--- config.mk ---
export PLATFORM = sky130hd
export DESIGN_NAME = asf_seq
export DESIGN_NICKNAME = d
export VERILOG_FILES = /design/src/hw/asf_pkg.sv /design/src/hw/asf_seq.sv
export SDC_FILE = /design/constraint.sdc
export NUM_CORES = 1
export LEC_CHECK = 0
export BUFFER_PORTS_ARGS = -buffer_cell sky130_fd_sc_hd__buf_2
export CORE_MARGIN = 2
export CORE_UTILIZATION = 35
export CTS_CLUSTER_DIAMETER = 60
export CTS_CLUSTER_SIZE = 20
export DETAILED_ROUTE_END_ITERATION = 6
export GPL_ROUTABILITY_DRIVEN = 0
export PLACE_DENSITY = 0.61
export SLEW_MARGIN = 20
export SYNTH_ARGS = -nofsm -noshare
export SYNTH_HDL_FRONTEND = slang
export SYNTH_SLANG_ARGS = --single-unit
--- constraint.sdc ---
create_clock -name sys_clk -period 4.6 [get_ports sys_clk]
set_clock_uncertainty 0.2 [all_clocks]
set_input_delay 0.46 -clock sys_clk [delete_from_list [all_inputs] [get_ports sys_clk]]
set_output_delay 0.46 -clock sys_clk [all_outputs]
set_load 0.02 [all_outputs]
--- src/hw/asf_pkg.sv ---
// Package of constants and types for the converter control sequencer.
package asf_pkg;

  // Conversion mode encodings.
  typedef enum logic [1:0] {
    ASF_MODE_ONESHOT = 2'h0,
    ASF_MODE_REPEAT  = 2'h1,
    ASF_MODE_SWEEP   = 2'h2,
    ASF_MODE_RSWEEP  = 2'h3
  } asf_mode_e;

  // Configuration word field positions.
  localparam int unsigned CFG_THR_LSB   = 0;
  localparam int unsigned CFG_THR_MSB   = 1;
  localparam int unsigned CFG_SEQ_LSB   = 3;
  localparam int unsigned CFG_SEQ_MSB   = 4;
  localparam int unsigned CFG_MODE_LSB  = 5;
  localparam int unsigned CFG_MODE_MSB  = 6;
  localparam int unsigned CFG_EXTCLK    = 7;
  localparam int unsigned CFG_WIDTH     = 12;
  localparam logic [11:0] CFG_RESET     = 12'h000;

  // Conversion timing.
  localparam int unsigned CONV_CLKS_14  = 18;
  localparam int unsigned CONV_CLKS_12  = 13;
  localparam int unsigned SCLK_PER_CONV = 4;
  localparam int unsigned CONV_TAIL_NS  = 15;
  localparam int unsigned SYS_CLK_MHZ   = 50;
  localparam int unsigned TAIL_CYC      =
    (CONV_TAIL_NS * SYS_CLK_MHZ + 999) / 1000;

  // Result storage.
  localparam int unsigned FIFO_DEPTH    = 8;
  localparam int unsigned WORD_W        = 16;

  // Host command kinds after decoding.
  typedef struct packed {
    logic       valid;
    logic       cfg_write;
    logic       fifo_read;
    logic       select;
    logic [2:0] channel;
    logic [11:0] cfg_data;
  } asf_cmd_s;

  typedef enum logic [1:0] {
    ASF_ST_IDLE = 2'b00,
    ASF_ST_CONV = 2'b01,
    ASF_ST_TAIL = 2'b11,
    ASF_ST_DOWN = 2'b10
  } asf_state_e;

endpackage : asf_pkg

--- src/hw/asf_seq.sv ---
// Converter control sequencer with result FIFO and auto power-down.
`timescale 1ns/1ps
`default_nettype none

module asf_seq
  import asf_pkg::*;
#(
  parameter bit          RES14     = 1'b1,
  parameter int unsigned OSC_DIV   = 8
)
(
  // Clock and reset
  input  wire logic              sys_clk,
  input  wire logic              reset_n,
  input  wire logic              clk_en,
  // Pins from the host, asynchronous
  input  wire logic              chip_sel_n,
  input  wire logic              frame_sync_in,
  input  wire logic              ext_convert_trigger_n,
  input  wire logic              serial_clk,
  // Decoded command from the serial shifter, same clock
  input  wire asf_cmd_s          cmd,
  // Conversion result from the analog core
  input  wire logic [13:0]       conv_result,
  // Outputs
  output logic                   eoc_out,
  output logic                   int_out_n,
  output logic                   power_down,
  output logic [WORD_W-1:0]      fifo_out_word,
  output logic                   out_drive,
  output logic [WORD_W-1:0]      last_word,
  output logic [2:0]             conv_channel,
  output logic [3:0]             fifo_count,
  output logic [CFG_WIDTH-1:0]   config_word
);

  localparam int unsigned NCONV = RES14 ? CONV_CLKS_14 : CONV_CLKS_12;

  // Sweep channel lists, indexed by sequence select and position.
  function automatic logic [2:0] sweep_ch(input logic [1:0] sel,
                                          input logic [2:0] pos);
    logic [2:0] ch;
    ch = 3'h0;
    unique case (sel)
      2'h0: ch = {pos[2:1], 1'b0};
      2'h1: ch = {pos[2], pos[1], 1'b0} & 3'h6;
      2'h2: ch = pos;
      2'h3: ch = {pos[1:0], 1'b0};
    endcase
    return ch;
  endfunction

  // Threshold decode: 1, 2, 4 or 8 entries.
  function automatic logic [3:0] thr_count(input logic [1:0] t);
    return 4'h1 << t;
  endfunction

  // Justify the raw result per resolution.
  function automatic logic [WORD_W-1:0] pack_word(input logic [13:0] r);
    return RES14 ? {r, 2'h0} : {r[13:2], 4'h0};
  endfunction

  // Two-stage synchronisers for the host pins.
  logic [3:0] pin_s1_q;
  logic [3:0] pin_s2_q;
  logic [3:0] pin_s3_q;
  always_ff @(posedge sys_clk or negedge reset_n)
  begin
    if (!reset_n)
    begin
      pin_s1_q <= 4'hf;
      pin_s2_q <= 4'hf;
      pin_s3_q <= 4'hf;
    end
    else if (clk_en)
    begin
      pin_s1_q <= {serial_clk, ext_convert_trigger_n, frame_sync_in,
                   chip_sel_n};
      pin_s2_q <= pin_s1_q;
      pin_s3_q <= pin_s2_q;
    end
  end

  logic cs_fall;
  logic fs_rise;
  logic trg_rise;
  logic sclk_rise;
  assign cs_fall   = pin_s3_q[0] & ~pin_s2_q[0];
  assign fs_rise   = ~pin_s3_q[1] & pin_s2_q[1];
  assign trg_rise  = ~pin_s3_q[2] & pin_s2_q[2];
  assign sclk_rise = ~pin_s3_q[3] & pin_s2_q[3];

  asf_mode_e mode;
  assign mode = asf_mode_e'(config_word[CFG_MODE_MSB:CFG_MODE_LSB]);
  logic use_fifo;
  assign use_fifo = (mode != ASF_MODE_ONESHOT);

  // Configuration register; a write also clears the FIFO, the arming and the sweep position.
  always_ff @(posedge sys_clk or negedge reset_n)
  begin
    if (!reset_n)
      config_word <= CFG_RESET;
    else if (clk_en && cmd.valid && cmd.cfg_write)
      config_word <= cmd.cfg_data;
  end

  // Conversion clock tick. Both dividers restart with each conversion so
  // that its first conversion clock is a whole one, not a leftover piece.
  logic [7:0] osc_cnt_q;
  logic [1:0] sdiv_q;
  logic       conv_tick;
  logic       start_req;
  always_ff @(posedge sys_clk or negedge reset_n)
  begin
    if (!reset_n)
    begin
      osc_cnt_q <= 8'h00;
      sdiv_q    <= 2'h0;
    end
    else if (clk_en)
    begin
      if (start_req)
      begin
        osc_cnt_q <= 8'h00;
        sdiv_q    <= 2'h0;
      end
      else
      begin
        osc_cnt_q <= (osc_cnt_q == 8'(OSC_DIV - 1)) ? 8'h00 :
                     osc_cnt_q + 8'h01;
        if (sclk_rise)
          sdiv_q <= sdiv_q + 2'h1;
      end
    end
  end
  assign conv_tick = config_word[CFG_EXTCLK] ?
                     (sclk_rise && sdiv_q == 2'h3) :
                     (osc_cnt_q == 8'(OSC_DIV - 1));

  // Sequencer state.
  asf_state_e state_q;
  logic [4:0] conv_cnt_q;
  logic [3:0] tail_cnt_q;
  logic       armed_q;
  logic       done_q;
  logic [2:0] sweep_pos_q;
  logic [2:0] fixed_ch_q;
  logic       rd_active_q;
  logic       post_int_q;

  logic is_sel;
  logic wake;
  logic conv_end;
  assign is_sel   = cmd.valid && cmd.select;
  assign wake     = cs_fall | fs_rise | trg_rise;
  assign conv_end = (state_q == ASF_ST_TAIL) && (tail_cnt_q == 4'h0);

  // Start decision per mode; reads and writes never start.
  always_comb
  begin
    start_req = 1'b0;
    if (state_q == ASF_ST_IDLE || state_q == ASF_ST_DOWN)
    begin
      unique case (mode)
        ASF_MODE_ONESHOT: start_req = is_sel || trg_rise;
        ASF_MODE_REPEAT:  start_req = is_sel || (trg_rise && armed_q);
        ASF_MODE_SWEEP:   start_req = !done_q &&
                                      (is_sel || (trg_rise && armed_q));
        ASF_MODE_RSWEEP:  start_req = is_sel || (trg_rise && armed_q);
      endcase
    end
  end

  always_ff @(posedge sys_clk or negedge reset_n)
  begin
    if (!reset_n)
    begin
      state_q    <= ASF_ST_DOWN;
      conv_cnt_q <= 5'h00;
      tail_cnt_q <= 4'h0;
    end
    else if (clk_en)
    begin
      unique case (state_q)
        ASF_ST_IDLE, ASF_ST_DOWN:
          if (start_req)
          begin
            state_q    <= ASF_ST_CONV;
            conv_cnt_q <= 5'(NCONV);
          end
          else if (wake)
            state_q <= ASF_ST_IDLE;
        ASF_ST_CONV:
          if (conv_tick)
          begin
            conv_cnt_q <= conv_cnt_q - 5'h01;
            if (conv_cnt_q == 5'h01)
            begin
              state_q    <= ASF_ST_TAIL;
              tail_cnt_q <= 4'(TAIL_CYC - 1);
            end
          end
        ASF_ST_TAIL:
          if (tail_cnt_q == 4'h0)
            state_q <= ASF_ST_DOWN;
          else
            tail_cnt_q <= tail_cnt_q - 4'h1;
      endcase
    end
  end

  // Arming: a select cycle arms trigger-driven conversions.
  always_ff @(posedge sys_clk or negedge reset_n)
  begin
    if (!reset_n)
      armed_q <= 1'b0;
    else if (clk_en)
    begin
      if (is_sel)
        armed_q <= 1'b1;
      else if (cmd.valid && (cmd.cfg_write || cmd.fifo_read))
        armed_q <= 1'b0;
    end
  end

  // Channel tracking; a select during a sweep is a dummy.
  // The new channel must reach the conversion started by the same select.
  logic [2:0] fixed_ch_d;
  assign fixed_ch_d = (is_sel && (mode == ASF_MODE_ONESHOT || !armed_q)) ?
                      cmd.channel : fixed_ch_q;
  always_ff @(posedge sys_clk or negedge reset_n)
  begin
    if (!reset_n)
    begin
      fixed_ch_q  <= 3'h0;
      sweep_pos_q <= 3'h0;
    end
    else if (clk_en)
    begin
      fixed_ch_q <= fixed_ch_d;
      if (cmd.valid && cmd.cfg_write)
        sweep_pos_q <= 3'h0;
      else if (conv_end && mode[1])
        sweep_pos_q <= sweep_pos_q + 3'h1;
      else if (state_q == ASF_ST_DOWN && wake && done_q)
        sweep_pos_q <= 3'h0;
    end
  end

  always_ff @(posedge sys_clk or negedge reset_n)
  begin
    if (!reset_n)
      conv_channel <= 3'h0;
    else if (clk_en && start_req)
      conv_channel <= mode[1] ?
        sweep_ch(config_word[CFG_SEQ_MSB:CFG_SEQ_LSB], sweep_pos_q) :
        fixed_ch_d;
  end

  // Result FIFO storage.
  logic [WORD_W-1:0] mem_q [FIFO_DEPTH];
  logic [2:0]        wr_ptr_q;
  logic [2:0]        rd_ptr_q;
  logic              fifo_wr;
  logic              restart;
  assign fifo_wr = conv_end && use_fifo;
  assign restart = start_req && done_q &&
                   (mode == ASF_MODE_RSWEEP || mode == ASF_MODE_REPEAT);

  always_ff @(posedge sys_clk)
  begin
    if (clk_en && fifo_wr)
      mem_q[restart ? 3'h0 : wr_ptr_q] <= pack_word(conv_result);
  end

  always_ff @(posedge sys_clk or negedge reset_n)
  begin
    if (!reset_n)
    begin
      wr_ptr_q   <= 3'h0;
      rd_ptr_q   <= 3'h0;
      fifo_count <= 4'h0;
      done_q     <= 1'b0;
    end
    else if (clk_en)
    begin
      if (cmd.valid && cmd.cfg_write)
      begin
        wr_ptr_q   <= 3'h0;
        rd_ptr_q   <= 3'h0;
        fifo_count <= 4'h0;
        done_q     <= 1'b0;
      end
      else if (restart)
      begin
        wr_ptr_q   <= 3'h0;
        rd_ptr_q   <= 3'h0;
        fifo_count <= 4'h0;
        done_q     <= 1'b0;
      end
      else if (fifo_wr)
      begin
        wr_ptr_q   <= wr_ptr_q + 3'h1;
        fifo_count <= fifo_count + 4'h1;
        if (fifo_count + 4'h1 >=
            thr_count(config_word[CFG_THR_MSB:CFG_THR_LSB]))
          done_q <= 1'b1;
      end
      else if (rd_active_q && cmd.valid && cmd.fifo_read)
      begin
        rd_ptr_q   <= rd_ptr_q + 3'h1;
        fifo_count <= fifo_count - 4'h1;
        if (fifo_count == 4'h1)
          done_q <= 1'b0;
      end
      else if (rd_active_q && cmd.valid)
      begin
        rd_ptr_q   <= wr_ptr_q;
        fifo_count <= 4'h0;
        done_q     <= 1'b0;
      end
    end
  end

  // Read session: head word presented before the command decodes.
  always_ff @(posedge sys_clk or negedge reset_n)
  begin
    if (!reset_n)
    begin
      post_int_q    <= 1'b0;
      rd_active_q   <= 1'b0;
      out_drive     <= 1'b0;
      fifo_out_word <= 16'h0000;
    end
    else if (clk_en)
    begin
      if (fifo_wr && fifo_count + 4'h1 >=
          thr_count(config_word[CFG_THR_MSB:CFG_THR_LSB]))
        post_int_q <= 1'b1;
      else if (cmd.valid && post_int_q)
        post_int_q <= 1'b0;
      if (post_int_q && (cs_fall || fs_rise))
      begin
        rd_active_q   <= 1'b1;
        out_drive     <= 1'b1;
        fifo_out_word <= mem_q[rd_ptr_q];
      end
      else if (rd_active_q && cmd.valid && cmd.fifo_read &&
               fifo_count > 4'h1)
        fifo_out_word <= mem_q[rd_ptr_q + 3'h1];
      else if (rd_active_q && cmd.valid &&
               (!cmd.fifo_read || fifo_count <= 4'h1))
      begin
        rd_active_q <= 1'b0;
        out_drive   <= 1'b0;
      end
    end
  end

  // Mode 00 result kept for the next select cycle.
  always_ff @(posedge sys_clk or negedge reset_n)
  begin
    if (!reset_n)
      last_word <= 16'h0000;
    else if (clk_en && conv_end && !use_fifo)
      last_word <= pack_word(conv_result);
  end

  // Flags; only a conversion end drives int_out_n active, and only reset or a conversion end sets power_down; eoc_out goes low from the start request on.
  always_ff @(posedge sys_clk or negedge reset_n)
  begin
    if (!reset_n)
    begin
      eoc_out    <= 1'b1;
      int_out_n  <= 1'b1;
      power_down <= 1'b1;
    end
    else if (clk_en)
    begin
      eoc_out <= !(start_req || state_q == ASF_ST_CONV ||
                   (state_q == ASF_ST_TAIL && !conv_end));
      if (conv_end && (!use_fifo || fifo_count + 4'h1 >=
          thr_count(config_word[CFG_THR_MSB:CFG_THR_LSB])))
        int_out_n <= 1'b0;
      else if (cmd.valid && (cmd.cfg_write || cmd.fifo_read || cmd.select))
        int_out_n <= 1'b1;
      if (conv_end)
        power_down <= 1'b1;
      else if (wake || start_req)
        power_down <= 1'b0;
    end
  end
endmodule // asf_seq

`default_nettype wire

# [Word-level counts from Yosys, hierarchy flattened]
# Memories as Yosys holds them, arrays and structs flattened.
# Index checks and enable logic that the tools add are counted.
[totals] out_inout_bits=55 regBits=101 mem_count=1 ram_bits=112
[memory_table] name="mem_q" words=8 word_bits=14 read_ports=2 rd_ports_with_merged_regs=0 wr=1 line_no="asf_seq.sv:261" rtl="logic [WORD_W-1:0] mem_q [FIFO_DEPTH];"
[classes] order_cmp=3 shift=1 n_reduce_logical=85 n_bitwise=10 addsub=9 mux=62 n_eq_ne=23
[ops] operator="$mux W3" count=14
[ops] operator="$mux W16" count=2
[ops] operator="$mux W4" count=8
[ops] operator="$logic_and A1 B1 Y1" count=30
[ops] operator="$mux W1" count=22
[ops] operator="$reduce_bool A2 Y1" count=10
[ops] operator="$reduce_and A2 Y1" count=9
[ops] operator="$mux W8" count=2
[ops] operator="$eq A2 B2 Y1 const B" count=7
[ops] operator="$mux W2" count=7
[ops] operator="$logic_or A1 B1 Y1" count=13
[ops] operator="$ne A2 B2 Y1 const B" count=6
[ops] operator="$mux W5" count=2
[ops] operator="$pmux W5 S2" count=1
[ops] operator="$reduce_and A5 Y1" count=2
[ops] operator="$add A3 B1 Y3 const B" count=3
[ops] operator="$pmux W3 S3" count=1
[ops] operator="$add A8 B1 Y8 const B" count=1
[ops] operator="$eq A8 B3 Y1 const B" count=1
[ops] operator="$pmux W4 S2" count=1
[ops] operator="$reduce_and A4 Y1" count=2
[ops] operator="$sub A4 B1 Y4 const B" count=2
[ops] operator="$eq A2 B1 Y1 const B" count=3
[ops] operator="$logic_not A1 Y1" count=6
[ops] operator="25 further kinds" count=38

# [Depth between registers and ports, before layout]
[logic_depth] ltp_word=11 depth_mapped=9 mapped_depth_nobuf=8

# [Worst setup path after synthesis]
# OpenSTA, ideal clock, no wires.
[synth_path] path_kind="register -> register" from="register tail_cnt_q[0]" to="memory mem_q[2][0] (netlist bit), enable pin" path_stages_with_launch=7 required_time_ns=3.997 path_slack_ns=1.639 t_arrival_ns=2.358 setup_ns=0.403 cell_sequence="dfrtp_1 -> inv_1 -> ha_1 -> nor3b_2 -> and3_1 -> o21ai_0 -> nor3_1"
[synth_via] elab_chain_len=6
[synth_rtl] item="start: declaration" line_no="asf_seq.sv:143" rtl="logic [3:0] tail_cnt_q;"
[synth_rtl] item="start signal: assignment" line_no="asf_seq.sv:200" rtl="tail_cnt_q <= 4'(TAIL_CYC - 1);"
[synth_rtl] item="start signal: assignment" line_no="asf_seq.sv:207" rtl="tail_cnt_q <= tail_cnt_q - 4'h1;"
[synth_rtl] item="$logic_not A4 Y1" line_no="asf_seq.sv:156" rtl="assign conv_end = (state_q == ASF_ST_TAIL) && (tail_cnt_q == 4'h0);"
[synth_rtl] item="$logic_and A1 B1 Y1" line_no="asf_seq.sv:156"
[synth_rtl] item="$logic_and A1 B1 Y1" line_no="asf_seq.sv:266" rtl="assign fifo_wr = conv_end && use_fifo;"
[synth_rtl] item="$logic_and A1 B1 Y1" line_no="asf_seq.sv:272" rtl="if (clk_en && fifo_wr)"
[synth_rtl] item="$mux W1" line_no="asf_seq.sv:272"
[synth_rtl] item="$mux W1" line_no="asf_seq.sv:273" rtl="mem_q[restart ? 3'h0 : wr_ptr_q] <= pack_word(conv_result);"
[synth_rtl] item="end: declaration" line_no="asf_seq.sv:261"
# No other way between the ends.

# [Worst setup path after layout]
[layout_path] from="register tail_cnt_q[0]" to="memory mem_q[2][11] (netlist bit), enable pin"
# Same word-level chain as after synthesis.

==> impl_metrics.py <==
metrics = {
    "detailed_routing": {
        "via_per_inst": 5.247,
        "drc": 0,
        "firstDrtPassIters": 4,
        "vias": 6291,
        "routed_wl_mm": 22.67,
        "drtIter0Drc": 390,
        "wl_per_cell_um": 18.91,
        "detail-route-antenna-nets": 0,
    },
    "global_routing": {
        "grt_util_met2_pct": 25.65,
        "globalRouteOverflowTotal": 0,
        "grt_pass1_vias": 6428,
        "antenna_found_initial": 0,
        "grt_max_degree": 59,
        "grt_pass1_wl_mm": 36.59,
        "met3_usage_pct": 2.171,
        "use_met1_pct": 21.16,
        "top_usage_layer": "met2",
        "grt_use_total_pct": 15.38,
    },
    "logic_synthesis": {
        "seq_area_frac_synth_pct": 58.29,
        "synth.area.top_cells": "edfxtp_1, dfrtp_1, mux4_2",
        "synth_area_mm2": 0.01005,
        "yosysWarnings": 0,
        "synth_top_area_share_pct": 33.45,
        "ys_types": 70,
        "synth_cells": 693,
        "yosys_most_used_dff": "edfxtp_1",
        "syn_avg_cell_area_um2": 14.51,
        "asyncSetResetFlopFracSynth_pct": 46.92,
        "synth_edf_count": 112,
        "ys_ff_latch": 211,
        "post-synth-top-area-cell": "edfxtp_1",
    },
    "clock_tree": {
        "clock_sinks": 211,
        "h-tree-depth": 1,
        "cts_inserted_buffers": 20,
        "root_buffer": "clkbuf_16",
        "clock_latency_ps": 510,
        "clkTransAtPathRegs_ps": 70,
        "postCtsSetupBuffers": 0,
        "cts_tree": "yes",
        "cts_buffer_depth": 3,
    },
    "cells_and_area": {
        "drive_gt1_share_pct": 31.78,
        "final_cell_mix": "edfxtp_1, buf_2, dfrtp_1",
        "final_net_count": 856,
        "stdcell_count": 1199,
        "final_common_cell": "edfxtp_1",
        "areaGrowthSynthToFinish_pct": 17.11,
        "diodes": 0,
    },
    "min_path": {
        "holdCritPathClass": "in2reg",
        "hold_path_depth": 2,
    },
    "worst_setup_path": {
        "required_ps": 4600,
        "worst_setup_path_end_kind": "flip-flop",
        "rr_worst_depth": 7,
        "startpoint_type": "flip-flop",
        "crit_type": "reg2reg",
        "critPathArrivalTime_ps": 2840,
        "crit_path_max_fanout": 10,
    },
    "die": {
        "die_area_mm2": 0.03010,
        "core_mm2": 0.02847,
        "ios": 95,
        "start_util_pct": 35.31,
        "die_h_um": 173.5,
        "die_w_um": 173.5,
        "floorplan.rows": 62,
    },
    "placement": {
        "place_inst": 1146,
        "port-buffer-count": 90,
        "dp_hpwl_mm": 14.54,
    },
    "run_status": {
        "status": "complete, no violations",
    },
    "sta": {
        "drv_slew": 0,
        "relSlewSlack_pct": 38.59,
        "rsz0062_at_grt": "false",
        "setup_viol": 0,
        "period_needed_ps": 2840,
        "worstMarginPinSlew_ps": 921.1,
        "finalCritPeriodShare_pct": 61.75,
        "tns_ps": 0,
        "clock.fmax_mhz": 352.1,
        "hold_viol_final": 0,
    },
    "power": {
        "ir_drop_mv": 0.2161,
        "leakage_nw": 4.440,
        "power_density_mw_per_mm2": 472.7,
    },
    "job": {
        "drv_cap": 0,
    },
}
==> critical path: stages, from the launching register on <==
cell,delay (ps)
dfrtp_1,410
inv_1,70
ha_1,170
nor3b_2,420
and3_1,260
o21ai_0,250
nor3_2,460
buf_4,310
==> cells by family (layout without fill, tap and decap cells) <==
logic type | count (synthesis) | count (layout) | synth area share (%)
AO/OA/AOI/OAI | 113 | 113 | 8.177
XOR/XNOR | 6 | 6 | 0.5227
adder cells (fa/ha/maj) | 15 | 15 | 1.867
buffers and inverters | 55 | 174 | 2.514
flip-flops | 211 | 211 | 58.29
multiplexers | 132 | 132 | 20.67
other | 1 | 4 | 0.03730
AND/OR/NAND/NOR | 160 | 160 | 7.915
==> final timing paths <==
| check | start | end | slack (ps) |
|---|---|---|---|
| min in group asynchronous | reset_n | fifo_out_word[15] | 190 |
| max in group asynchronous | reset_n | fifo_out_word[10] | 3100 |
| hold reg to reg | config_word[8] | config_word[8] | 290 |
| hold / removal | cmd[14] | fixed_ch_q[2] | 20 |
| setup reg to reg | tail_cnt_q[0] | mem_q[2][11] | 1760 |
| setup / recovery | tail_cnt_q[0] | mem_q[2][11] | 1760 |
==> sequential cells by signal, summed over array words and instances (netlist names), 2 cells and up <==
signal / cells
tail_cnt_q: 4
mem_q: 112
rd_ptr_q: 3
fixed_ch_q: 3
pin_s3_q: 4
fifo_count: 4
sweep_pos_q: 3
osc_cnt_q: 8
pin_s2_q: 4
config_word: 12
fifo_out_word: 14
state_q: 2
pin_s1_q: 4
wr_ptr_q: 3
conv_cnt_q: 5
conv_channel: 3
sdiv_q: 2
last_word: 14
==> area by class of cell <==
cell class,instances,area [µm²]
Clock inverter,13,111.4
Fill cell,2630,16700
Inverter,13,48.80
Multi-Input combinational cell,430,3979
Timing Repair Buffer,125,758.2
Clock buffer,23,533.0
Tap cell,384,480.5
Sequential cell,211,5863
==> power breakdown <==
group | switching [W] | internal (W)
registers | 0.000244 | 0.00230
logic | 0.000812 | 0.000573
clock network | 0.000764 | 0.000871
==> cell usage after synthesis (7+ instances only) <==
cell type	instances
nand3_1	14
ha_1	15
mux2i_1	31
o21ai_0	27
dfstp_2	16
mux2_1	15
o221ai_1	15
edfxtp_1	112
mux2_2	30
nand2b_1	13
clkbuf_1	14
mux4_2	56
o31ai_1	7
nor3_1	11
nand2_1	57
a21oi_1	13
dfrtp_1	83
buf_2	19
nor2_1	28
inv_1	13
==> stage by stage <==
step	power, W	util [%]	hold slack (ps)	cell area (µm²)	setup WS [ps]
2_1_floorplan	0.003494	-	-35.59	10060	1639
3_3_place_gp	0.003940	38.49	172.1	10960	1669
3_5_place_dp	0.003968	38.49	171.3	10960	1553
4_1_cts	0.005631	41.36	2.489	11770	1579
5_1_grt	0.005906	41.36	5.917	11770	1515
6_report	0.005565	41.36	19.44	11770	1760
==> per-layer routing <==
layer  up-vias  part of all wire [%]
met5         -                     0
met2       129                    49
met4         0                   2.0
met1      3213                    45
met3        28                   3.9
li1       2921                     -
==> what timing repair did <==
item                      4_1_cts  5_1_grt
hold endpoints to repair       33        0
gates resized for setup         0        0
hold buffers                   17        0
No activity file was read; power rests on OpenSTA's default activity.
